File: src/verilog/mwc_pkg.sv
// Package: offsets, field positions, defaults and carriers for the block
package mwc_pkg;

	// MAC register indexes
	localparam logic [7:0] MWC_IDX_WAKE_CTRL_STATUS = 8'h0c;
	localparam logic [7:0] MWC_IDX_CSUM_OFFLOAD_CTRL = 8'h0d;
	localparam logic [31:0] MWC_WAKE_RESET = 32'h0000_0000;
	localparam logic [31:0] MWC_COE_RESET = 32'h0000_0000;

	// Wake control/status field positions
	localparam int MWC_WAKE_UNI_BIT = 9;
	localparam int MWC_WAKE_FRM_FLAG_BIT = 6;
	localparam int MWC_WAKE_MAG_FLAG_BIT = 5;
	localparam int MWC_WAKE_FRM_EN_BIT = 2;
	localparam int MWC_WAKE_MAG_EN_BIT = 1;

	// Checksum offload field positions
	localparam int MWC_COE_TX_EN_BIT = 16;
	localparam int MWC_COE_RX_MODE_BIT = 1;
	localparam int MWC_COE_RX_EN_BIT = 0;

	// PHY register indexes
	localparam logic [4:0] MWC_PHY_IDX_BASIC_CTRL = 5'h00;
	localparam logic [4:0] MWC_PHY_IDX_BASIC_STAT = 5'h01;

	// PHY basic control field positions
	localparam int MWC_PCTL_RESET_BIT = 15;
	localparam int MWC_PCTL_LOOP_BIT = 14;
	localparam int MWC_PCTL_SPEED_BIT = 13;
	localparam int MWC_PCTL_AN_EN_BIT = 12;
	localparam int MWC_PCTL_PDOWN_BIT = 11;
	localparam int MWC_PCTL_AN_RESTART_BIT = 9;
	localparam int MWC_PCTL_DUPLEX_BIT = 8;
	localparam int MWC_PCTL_COL_TEST_BIT = 7;
	localparam logic [15:0] MWC_PCTL_RESET = 16'h1000;
	localparam logic [15:0] MWC_PCTL_WMASK = 16'h7980;

	// PHY basic status: fixed ability bits, completion flag position
	localparam logic [15:0] MWC_PSTAT_FIXED = 16'h7809;
	localparam int MWC_PSTAT_AN_DONE_BIT = 5;

	// Timing
	localparam int MWC_CLK_NS = 40;
	localparam int MWC_PHY_SRST_NS = 1000;
	localparam int MWC_PHY_SRST_CYC =
		(MWC_PHY_SRST_NS + MWC_CLK_NS - 1) / MWC_CLK_NS;

	// Receive-side detector events
	typedef struct packed {
		logic unicast;
		logic [1:0] da_low;
		logic wake_frame;
		logic magic;
	} mwc_rx_evt_t;

	// Checksum engine controls
	typedef struct packed {
		logic tx_engine_enable;
		logic rx_start_mode;
		logic rx_engine_enable;
	} mwc_coe_cfg_t;

	// PHY controls as applied
	typedef struct packed {
		logic loopback;
		logic speed_100;
		logic an_enable;
		logic power_down;
		logic full_duplex;
		logic col_test;
	} mwc_phy_ctl_t;

endpackage : mwc_pkg

File: src/verilog/mwc_regs.sv
// Wake, checksum offload and PHY basic control register logic
`timescale 1ns/10ps
`default_nettype none
// Functional notes
// (RULE1) Unicast wake enable: unicast frame with address low bits zero ends power save.
// (RULE2) Valid wake-up frame sets the wake-frame-received flag.
// (RULE3) Valid magic packet sets the magic-packet-received flag.
// (RULE4) Wake-frame enable turns on wake-up frame detection.
// (RULE5) Magic packet enable turns on magic packet detection.
// (RULE6) Bit 16 enables the transmit checksum engine, else bypassed.
// (RULE7) Software changes transmit engine enable only with transmit path off.
// (RULE8) Transmit engine enable needs store-and-forward enabled by software.
// (RULE9) Receive mode bit: 0 starts after 14 bytes, 1 at layer 3.
// (RULE10) Software changes receive start mode only with receive path off.
// (RULE11) Bit 0 enables the receive checksum engine, else bypassed.
// (RULE12) Software toggles receive engine enable only with receive path off.
// (RULE13) Software never enables receive engine together with pad stripping.
// (RULE14) PHY registers are reached only by index, not memory mapped.
// (RULE15) PHY index map: 0 control, 1 status, others as listed.
// (RULE16) Fields kept across soft reset survive only the PHY soft reset.
// (RULE17) Control bit 15 starts a PHY soft reset and clears itself.
// (RULE18) Control bit 14 selects loopback, resets to 0.
// (RULE19) Bit 13 forces 100 Mbps, ignored under auto-negotiation.
// (RULE20) Bit 12 enables auto-negotiation, default 1, overrides speed and duplex.
// (RULE21) Bit 8 forces full duplex, ignored under auto-negotiation.
// (RULE22) Bit 11 powers down; after clearing, negotiation may set status bit 5.
// (RULE23) Bit 9 restarts negotiation and self clears; bit 7 collision test.
// (RULE24) Status bit 5 reads 1 once negotiation has completed.
// (RULE25) Received flags stay set until cleared; reserved bits read zero.
module mwc_regs
	import mwc_pkg::*;
#(
	parameter logic [15:0] KEPT_ACROSS_SOFT_RESET_MASK = 16'h0000,
	parameter int SRST_CYC = MWC_PHY_SRST_CYC
)
(
	input wire logic mclk,
	input wire logic reset,
	input wire logic reg_wr,
	input wire logic reg_rd,
	input wire logic [7:0] reg_index,
	input wire logic [31:0] reg_wdata,
	output logic [31:0] reg_rdata,
	output logic reg_rvalid,
	input wire logic phy_wr,
	input wire logic phy_rd,
	input wire logic [4:0] phy_index,
	input wire logic [15:0] phy_wdata,
	output logic [15:0] phy_rdata,
	output logic phy_rvalid,
	input wire mwc_rx_evt_t rx_evt,
	input wire logic an_done,
	input wire logic an_speed_100,
	input wire logic an_full_duplex,
	output logic wake_frame_enable,
	output logic magic_packet_wake_enable,
	output logic wake_exit,
	output mwc_coe_cfg_t coe_cfg,
	output mwc_phy_ctl_t phy_ctl,
	output logic phy_soft_reset,
	output logic phy_an_restart
);

	logic uni_wake_en_ff, wf_flag_ff, mg_flag_ff, wf_en_ff, mg_en_ff;
	logic nxt_uni_wake_en, nxt_wf_flag, nxt_mg_flag, nxt_wf_en, nxt_mg_en;
	mwc_coe_cfg_t coe_ff, nxt_coe;
	logic wake_exit_ff, nxt_wake_exit;
	logic wr_wake, wr_coe, wf_set, mg_set, uni_hit;
	logic [15:0] pctl_ff, nxt_pctl;
	logic an_cmp_ff, nxt_an_cmp;
	logic restart_ff, nxt_restart;
	mwc_phy_ctl_t pout_ff, nxt_pout;
	logic wr_pctl, srst_req, srst_busy;
	logic [31:0] rdata_ff, nxt_rdata;
	logic rvalid_ff;
	logic [15:0] prdata_ff, nxt_prdata;
	logic prvalid_ff;

	// Decode and detector qualification
	assign wr_wake = reg_wr && reg_index == MWC_IDX_WAKE_CTRL_STATUS;
	assign wr_coe = reg_wr && reg_index == MWC_IDX_CSUM_OFFLOAD_CTRL;
	assign wf_set = rx_evt.wake_frame && wf_en_ff; // [RULE2] [RULE4]
	assign mg_set = rx_evt.magic && mg_en_ff; // [RULE3] [RULE5]
	assign uni_hit = uni_wake_en_ff && rx_evt.unicast
		&& rx_evt.da_low == 2'b00; // [RULE1]

	// MAC wake and checksum register next state
	always_comb
	begin
		nxt_uni_wake_en = uni_wake_en_ff;
		nxt_wf_en = wf_en_ff;
		nxt_mg_en = mg_en_ff;
		nxt_coe = coe_ff;
		if (wr_wake)
		begin
			nxt_uni_wake_en = reg_wdata[MWC_WAKE_UNI_BIT];
			nxt_wf_en = reg_wdata[MWC_WAKE_FRM_EN_BIT];
			nxt_mg_en = reg_wdata[MWC_WAKE_MAG_EN_BIT];
		end
		if (wr_coe)
		begin
			nxt_coe.tx_engine_enable = reg_wdata[MWC_COE_TX_EN_BIT]; // [RULE6]
			nxt_coe.rx_start_mode = reg_wdata[MWC_COE_RX_MODE_BIT]; // [RULE9]
			nxt_coe.rx_engine_enable = reg_wdata[MWC_COE_RX_EN_BIT]; // [RULE11]
		end
		// Sticky flags, write 1 clears, a new event wins
		nxt_wf_flag = wf_set
			|| (wf_flag_ff && !(wr_wake && reg_wdata[MWC_WAKE_FRM_FLAG_BIT]));
		nxt_mg_flag = mg_set
			|| (mg_flag_ff && !(wr_wake && reg_wdata[MWC_WAKE_MAG_FLAG_BIT]));
		nxt_wake_exit = uni_hit || wf_set || mg_set; // [RULE1] [RULE25]
	end

	always_ff @(posedge mclk)
	begin
		if (reset)
		begin
			uni_wake_en_ff <= MWC_WAKE_RESET[MWC_WAKE_UNI_BIT];
			wf_en_ff <= MWC_WAKE_RESET[MWC_WAKE_FRM_EN_BIT];
			mg_en_ff <= MWC_WAKE_RESET[MWC_WAKE_MAG_EN_BIT];
			wf_flag_ff <= MWC_WAKE_RESET[MWC_WAKE_FRM_FLAG_BIT];
			mg_flag_ff <= MWC_WAKE_RESET[MWC_WAKE_MAG_FLAG_BIT];
			coe_ff <= '0;
			wake_exit_ff <= 1'b0;
		end
		else
		begin
			uni_wake_en_ff <= nxt_uni_wake_en;
			wf_en_ff <= nxt_wf_en;
			mg_en_ff <= nxt_mg_en;
			wf_flag_ff <= nxt_wf_flag;
			mg_flag_ff <= nxt_mg_flag;
			coe_ff <= nxt_coe;
			wake_exit_ff <= nxt_wake_exit;
		end
	end

	// PHY soft reset window
	assign wr_pctl = phy_wr && phy_index == MWC_PHY_IDX_BASIC_CTRL; // [RULE14]
	assign srst_req = wr_pctl && phy_wdata[MWC_PCTL_RESET_BIT]; // [RULE17]

	mwc_span_timer #(.COUNT(SRST_CYC), .W(8)) u_srst_timer (
		.mclk(mclk),
		.reset(reset),
		.start(srst_req),
		.busy(srst_busy)
	);

	// PHY basic control, completion flag and applied controls
	always_comb
	begin
		nxt_pctl = pctl_ff;
		nxt_restart = 1'b0;
		if (srst_req)
			nxt_pctl = (pctl_ff & KEPT_ACROSS_SOFT_RESET_MASK)
				| (MWC_PCTL_RESET & ~KEPT_ACROSS_SOFT_RESET_MASK); // [RULE16] [RULE18]
		else if (wr_pctl)
		begin
			nxt_pctl = phy_wdata & MWC_PCTL_WMASK;
			nxt_restart = phy_wdata[MWC_PCTL_AN_RESTART_BIT]; // [RULE23]
		end
		// Forced bits pick up the negotiated result as their default
		if (an_done && pctl_ff[MWC_PCTL_AN_EN_BIT] && !srst_req && !wr_pctl)
		begin
			nxt_pctl[MWC_PCTL_SPEED_BIT] = an_speed_100; // [RULE19]
			nxt_pctl[MWC_PCTL_DUPLEX_BIT] = an_full_duplex; // [RULE21]
		end
		// Completion flag: set wins over any clear
		nxt_an_cmp = an_cmp_ff;
		if (srst_req || nxt_restart || !nxt_pctl[MWC_PCTL_AN_EN_BIT]
			|| nxt_pctl[MWC_PCTL_PDOWN_BIT])
			nxt_an_cmp = 1'b0;
		if (an_done && pctl_ff[MWC_PCTL_AN_EN_BIT]
			&& !pctl_ff[MWC_PCTL_PDOWN_BIT] && !srst_busy)
			nxt_an_cmp = 1'b1; // [RULE22] [RULE24]
		nxt_pout.loopback = nxt_pctl[MWC_PCTL_LOOP_BIT]; // [RULE18]
		nxt_pout.an_enable = nxt_pctl[MWC_PCTL_AN_EN_BIT]; // [RULE20]
		nxt_pout.speed_100 = nxt_pctl[MWC_PCTL_AN_EN_BIT] ? an_speed_100
			: nxt_pctl[MWC_PCTL_SPEED_BIT]; // [RULE19] [RULE20]
		nxt_pout.full_duplex = nxt_pctl[MWC_PCTL_AN_EN_BIT] ? an_full_duplex
			: nxt_pctl[MWC_PCTL_DUPLEX_BIT]; // [RULE21]
		nxt_pout.power_down = nxt_pctl[MWC_PCTL_PDOWN_BIT]; // [RULE22]
		nxt_pout.col_test = nxt_pctl[MWC_PCTL_COL_TEST_BIT]; // [RULE23]
	end

	always_ff @(posedge mclk)
	begin
		if (reset)
		begin
			pctl_ff <= MWC_PCTL_RESET;
			an_cmp_ff <= 1'b0;
			restart_ff <= 1'b0;
			pout_ff <= '0;
		end
		else
		begin
			pctl_ff <= nxt_pctl;
			an_cmp_ff <= nxt_an_cmp;
			restart_ff <= nxt_restart;
			pout_ff <= nxt_pout;
		end
	end

	// Read data for both ports, unmapped indexes read zero
	always_comb
	begin
		nxt_rdata = '0;
		if (reg_index == MWC_IDX_WAKE_CTRL_STATUS)
		begin
			nxt_rdata[MWC_WAKE_UNI_BIT] = uni_wake_en_ff;
			nxt_rdata[MWC_WAKE_FRM_FLAG_BIT] = wf_flag_ff;
			nxt_rdata[MWC_WAKE_MAG_FLAG_BIT] = mg_flag_ff;
			nxt_rdata[MWC_WAKE_FRM_EN_BIT] = wf_en_ff;
			nxt_rdata[MWC_WAKE_MAG_EN_BIT] = mg_en_ff; // [RULE25]
		end
		else if (reg_index == MWC_IDX_CSUM_OFFLOAD_CTRL)
		begin
			nxt_rdata[MWC_COE_TX_EN_BIT] = coe_ff.tx_engine_enable;
			nxt_rdata[MWC_COE_RX_MODE_BIT] = coe_ff.rx_start_mode;
			nxt_rdata[MWC_COE_RX_EN_BIT] = coe_ff.rx_engine_enable;
		end
		nxt_prdata = '0;
		case (phy_index) // [RULE15]
			MWC_PHY_IDX_BASIC_CTRL:
			begin
				nxt_prdata = pctl_ff;
				nxt_prdata[MWC_PCTL_RESET_BIT] = srst_busy; // [RULE17]
			end
			MWC_PHY_IDX_BASIC_STAT:
			begin
				nxt_prdata = MWC_PSTAT_FIXED;
				nxt_prdata[MWC_PSTAT_AN_DONE_BIT] = an_cmp_ff; // [RULE24]
			end
			default: nxt_prdata = '0;
		endcase
	end

	always_ff @(posedge mclk)
	begin
		if (reset)
		begin
			rdata_ff <= '0;
			rvalid_ff <= 1'b0;
			prdata_ff <= '0;
			prvalid_ff <= 1'b0;
		end
		else
		begin
			rvalid_ff <= reg_rd;
			prvalid_ff <= phy_rd;
			if (reg_rd)
				rdata_ff <= nxt_rdata;
			if (phy_rd)
				prdata_ff <= nxt_prdata;
		end
	end

	// Outputs
	assign reg_rdata = rdata_ff;
	assign reg_rvalid = rvalid_ff;
	assign phy_rdata = prdata_ff;
	assign phy_rvalid = prvalid_ff;
	assign wake_frame_enable = wf_en_ff;
	assign magic_packet_wake_enable = mg_en_ff;
	assign wake_exit = wake_exit_ff;
	assign coe_cfg = coe_ff;
	assign phy_ctl = pout_ff;
	assign phy_soft_reset = srst_busy;
	assign phy_an_restart = restart_ff;

	localparam int SRST_LAST = SRST_CYC - 1;
endmodule : mwc_regs
`default_nettype wire

File: src/verilog/mwc_span_timer.sv
// Fixed-length busy window started by a one-cycle pulse
`timescale 1ns/10ps
`default_nettype none
module mwc_span_timer
#(
	parameter int COUNT = 25,
	parameter int W = 8
)
(
	input wire logic mclk,
	input wire logic reset,
	input wire logic start,
	output logic busy
);

	logic [W-1:0] cnt_ff;
	logic [W-1:0] nxt_cnt;
	logic busy_ff;
	logic nxt_busy;

	// Load on start, count down, drop busy at zero
	always_comb
	begin
		nxt_cnt = cnt_ff;
		nxt_busy = busy_ff;
		if (start)
		begin
			nxt_cnt = W'(COUNT - 1);
			nxt_busy = 1'b1;
		end
		else if (busy_ff)
		begin
			if (cnt_ff == '0)
				nxt_busy = 1'b0;
			else
				nxt_cnt = cnt_ff - 1'b1;
		end
	end

	always_ff @(posedge mclk)
	begin
		if (reset)
		begin
			cnt_ff <= '0;
			busy_ff <= 1'b0;
		end
		else
		begin
			cnt_ff <= nxt_cnt;
			busy_ff <= nxt_busy;
		end
	end

	assign busy = busy_ff;

endmodule : mwc_span_timer
`default_nettype wire
File: config.mk
export PLATFORM = sky130hd
export DESIGN_NAME = mwc_regs
export DESIGN_NICKNAME = d
export VERILOG_FILES = /design/src/verilog/mwc_pkg.sv /design/src/verilog/mwc_regs.sv /design/src/verilog/mwc_span_timer.sv
export SDC_FILE = /design/constraint.sdc
export NUM_CORES = 1
export LEC_CHECK = 0
export BUFFER_PORTS_ARGS = -buffer_cell sky130_fd_sc_hd__buf_2
export CELL_PAD_IN_SITES_DETAIL_PLACEMENT = 1
export CELL_PAD_IN_SITES_GLOBAL_PLACEMENT = 1
export CORE_AREA = 2 2 88 90
export CTS_CLUSTER_SIZE = 12
export DETAILED_ROUTE_END_ITERATION = 10
export DIE_AREA = 0 0 90 92
export PLACE_DENSITY = 0.9
export SLEW_MARGIN = 5
export SYNTH_ARGS = -nofsm -noshare
export SYNTH_HDL_FRONTEND = slang
export SYNTH_SLANG_ARGS = --single-unit
File: constraint.sdc
create_clock -name mclk -period 2.7 [get_ports mclk]
set_input_delay 0.54 -clock mclk [delete_from_list [all_inputs] [get_ports mclk]]
set_output_delay 0.54 -clock mclk [all_outputs]
set_load 0.005 [all_outputs]
==> results.py <==
metrics = {
    "outcome": {
        "status": "finished, final reports clean",
    },
    "placed_design": {
        "gp_congestion": 0.7718,
        "place_inst": 424,
        "io_buffers": 74,
        "hpwl_um": 4508,
        "placedInstanceArea_um2": 2599,
    },
    "cts": {
        "cts_max_level": 2,
        "cts_tree": "done",
        "cts_root_buf": "clkbuf_8",
        "insertion_delay_ns": 0.30,
        "path_clk_slew_ns": 0.09,
        "cts_buffer_depth": 2,
        "cts_buffers": 5,
        "cts_hold_buf": 0,
        "cts_resized": 0,
        "post_cts_buffers": 0,
        "numClockSinks": 47,
    },
    "logic_synthesis": {
        "ys_ff_latch": 47,
        "syn_area_per_cell_um2": 8.807,
        "synth_commonest_cells": "dfxtp_1, buf_4, a21oi_1, nor2_1, nand2_1",
        "synth_area_um2": 2281,
        "ys_types": 50,
        "yosys.area.top_type_share": 0.4125,
        "yosys-top-cells-area": "dfxtp_1, buf_4, a21oi_1",
        "async_flop_share": 0,
        "synth_edf_count": 0,
        "synth_flop_cell": "dfxtp_1",
        "syn-instance-count": 259,
        "synth_area_leader_cell": "dfxtp_1",
        "yosysWarnings": 0,
        "synth.most_common_cell": "dfxtp_1",
        "ys_seq_area_frac": 0.4125,
    },
    "global_routing": {
        "antenna_found_initial": 0,
        "grt_pass1_vias": 2000,
        "grt-ovfl-total": 0,
        "met1_usage": 0.1456,
        "met2_usage": 0.2600,
        "grt_use_met3": 0.04930,
        "grt_first_pass_wirelength_um": 9453,
        "grt_usage": 0.1402,
        "grt_max_degree": 23,
        "grt_busiest_layer": "met2",
    },
    "routing": {
        "vias_per_cell": 4.618,
        "drt-pass1-iter-count": 4,
        "wl_per_cell_um": 13.25,
        "drt_wl_total_um": 5726,
        "drc": 0,
        "drt-initial-drc-count": 53,
        "vias": 1995,
        "drtAntennaViolNets": 0,
    },
    "cells_and_area": {
        "diodes": 0,
        "final_util": 0.3622,
        "area_growth_pct": 18.27,
        "nNetsFinal": 406,
        "design_area_um2": 2698,
        "stdcell_count": 432,
        "drive_above_1_share": 0.2879,
        "nFillCells": 958,
    },
    "floorplanning": {
        "die_area_um2": 8280,
        "start_util": 0.3063,
        "num_rows": 32,
        "design.core.area_um2": 7447,
        "die_w_um": 90,
        "die_h_um": 92,
        "io_pins": 139,
    },
    "setup_path": {
        "crit_cells": 5,
        "worst-r2r-setup-slack_ns": 0.96,
        "start_kind": "input port",
        "worst_setup_path_end_kind": "flip-flop",
        "reg2reg_from": "u_srst_timer.cnt_ff[4]",
        "arrival_ns": 2.07,
        "worstSetupStartpoint": "phy_index[1]",
        "r2r-end": "u_srst_timer.cnt_ff[1]",
        "cp_data_required_time_ns": 2.94,
        "crit_buf_inv": 1,
        "worstPathCellList": "buf_2 -> or4_1 -> nor2_1 -> o21ai_0 -> a21oi_1",
        "crit_fanout": 6,
        "critical-path-slowest-cell": "or4_1",
        "worstSetupEndpoint": "phy_rdata[12]",
        "slowest_delay_ns": 0.67,
        "reg2regPathDepth": 4,
        "crit_family": "simple AND/OR/NAND/NOR gates",
        "path_class": "in2reg",
    },
    "power_and_ir_drop": {
        "p_leak_uw": 0.001233,
        "ir_worst_vdd_v": 0.0002394,
        "p_per_area_nw_per_um2": 470.2,
    },
    "min_path": {
        "hold_path.class": "in2reg",
        "min_path_cells": 2,
    },
    "sta": {
        "setup_viol": 0,
        "slew_viol_final": 0,
        "fin_setup_tns_ns": 0,
        "slew-limit-headroom": 0.6091,
        "rsz0062_at_grt": "no",
        "period_share": 0.6776,
        "finClkSkew_ns": 0.009972,
        "fmax_mhz": 546.6,
        "tightest_slew_ns": 0.5782,
        "min_period_ns": 1.830,
        "hold_violations": 0,
    },
    "job": {
        "drv_cap": 0,
    },
}
[metal layers]
layer | vias to the layer above | part of all wire
met5 | - | 0
met4 | 0 | 0.014
met3 | 6 | 0.078
met2 | 73 | 0.52
met1 | 954 | 0.39
li1 | 962 | -
[state kept, by name (all words and copies together) (netlist names)]
| register | cells |
|---|---|
| magic_packet_wake_enable | 1 |
| coe_cfg | 3 |
| wf_flag_ff | 1 |
| u_srst_timer.cnt_ff | 8 |
| reg_rvalid | 1 |
| mg_flag_ff | 1 |
| phy_ctl | 3 |
| phy_rdata | 9 |
| uni_wake_en_ff | 1 |
| wake_frame_enable | 1 |
| pctl_ff | 6 |
| phy_rvalid | 1 |
| reg_rdata | 7 |
| phy_an_restart | 1 |
| u_srst_timer.busy | 1 |
| wake_exit | 1 |
| an_cmp_ff | 1 |
[worst min-delay path by stage]
stage / from / end / slack [ns]
detailed placement: phy_rdata[15] / phy_rdata[15] / 0.45
CTS: reg_wdata[6] / wf_flag_ff / 0.41
floorplan: pctl_ff[8] / phy_rdata[8] / 0.43
finish: reg_wdata[6] / wf_flag_ff / 0.42
global route: reg_wdata[6] / wf_flag_ff / 0.44
global placement: phy_rdata[15] / phy_rdata[15] / 0.44
[final cells by class]
| cell class | instances | area [µm²] | share of cell area |
|---|---|---|---|
| Multi-Input combinational cell | 195 | 1126 | 0.4174 |
| Clock inverter | 2 | 16.27 | 0.006030 |
| Sequential cell | 47 | 940.9 | 0.3488 |
| Timing Repair Buffer | 77 | 392.9 | 0.1456 |
| Inverter | 3 | 11.26 | 0.004174 |
| Clock buffer | 6 | 82.58 | 0.03061 |
| Tap cell | 102 | 127.6 | 0.04731 |
[power by group]
group | internal [µW] | switching [µW] | leakage, µW
clock | 209 | 245 | 0.0000474
sequential | 702 | 4.34 | 0.000381
combinational | 44.2 | 63.3 | 0.000804
total | 955 | 313 | 0.00123
[kinds of logic (layout without fill, tap and decap cells)]
kind of cell,count (synthesis),count (layout),share of synthesized area
simple gates,98,98,0.2425
compound gates,49,49,0.1251
flops,47,47,0.4125
buf+inv,47,88,0.1432
mux,9,9,0.04114
xor+xnor,6,6,0.02304
fa+ha+maj,2,2,0.01097
other cells,1,31,0.001644
[metrics by stage]
| step | total power [µW] | setup WS (ns) | hold slack (ns) |
|---|---|---|---|
| final | 1268 | 0.8704 | 0.4231 |
| after global routing | 1318 | 0.7337 | 0.4369 |
| after CTS | 1285 | 0.8802 | 0.4122 |
| after detailed placement | 829.3 | 0.5746 | 0.4476 |
| after global placement | 826.3 | 0.5909 | 0.4447 |
| after floorplan | 807.7 | 0.8354 | 0.4280 |
[worst register-to-register path: stages, from the launching register on]
cell and delay (ns):
dfxtp_1 0.36, or4_1 0.66, o31a_1 0.39, nor2_1 0.15, a211oi_2 0.06
[placed cells by master (no fill, tap or decap), types with 3 or more instances in the layout]
cell type	n
o21ai_0	8
clkbuf_8	6
mux2i_1	6
buf_4	3
a21oi_1	28
buf_2	74
xor2_1	4
nor2_1	28
conb_1	31
inv_1	3
nand4b_1	4
nand3_1	8
dfxtp_1	47
nor2b_1	9
nand2_1	20
nand2b_1	6
No activity file was read; power rests on OpenSTA's default activity.
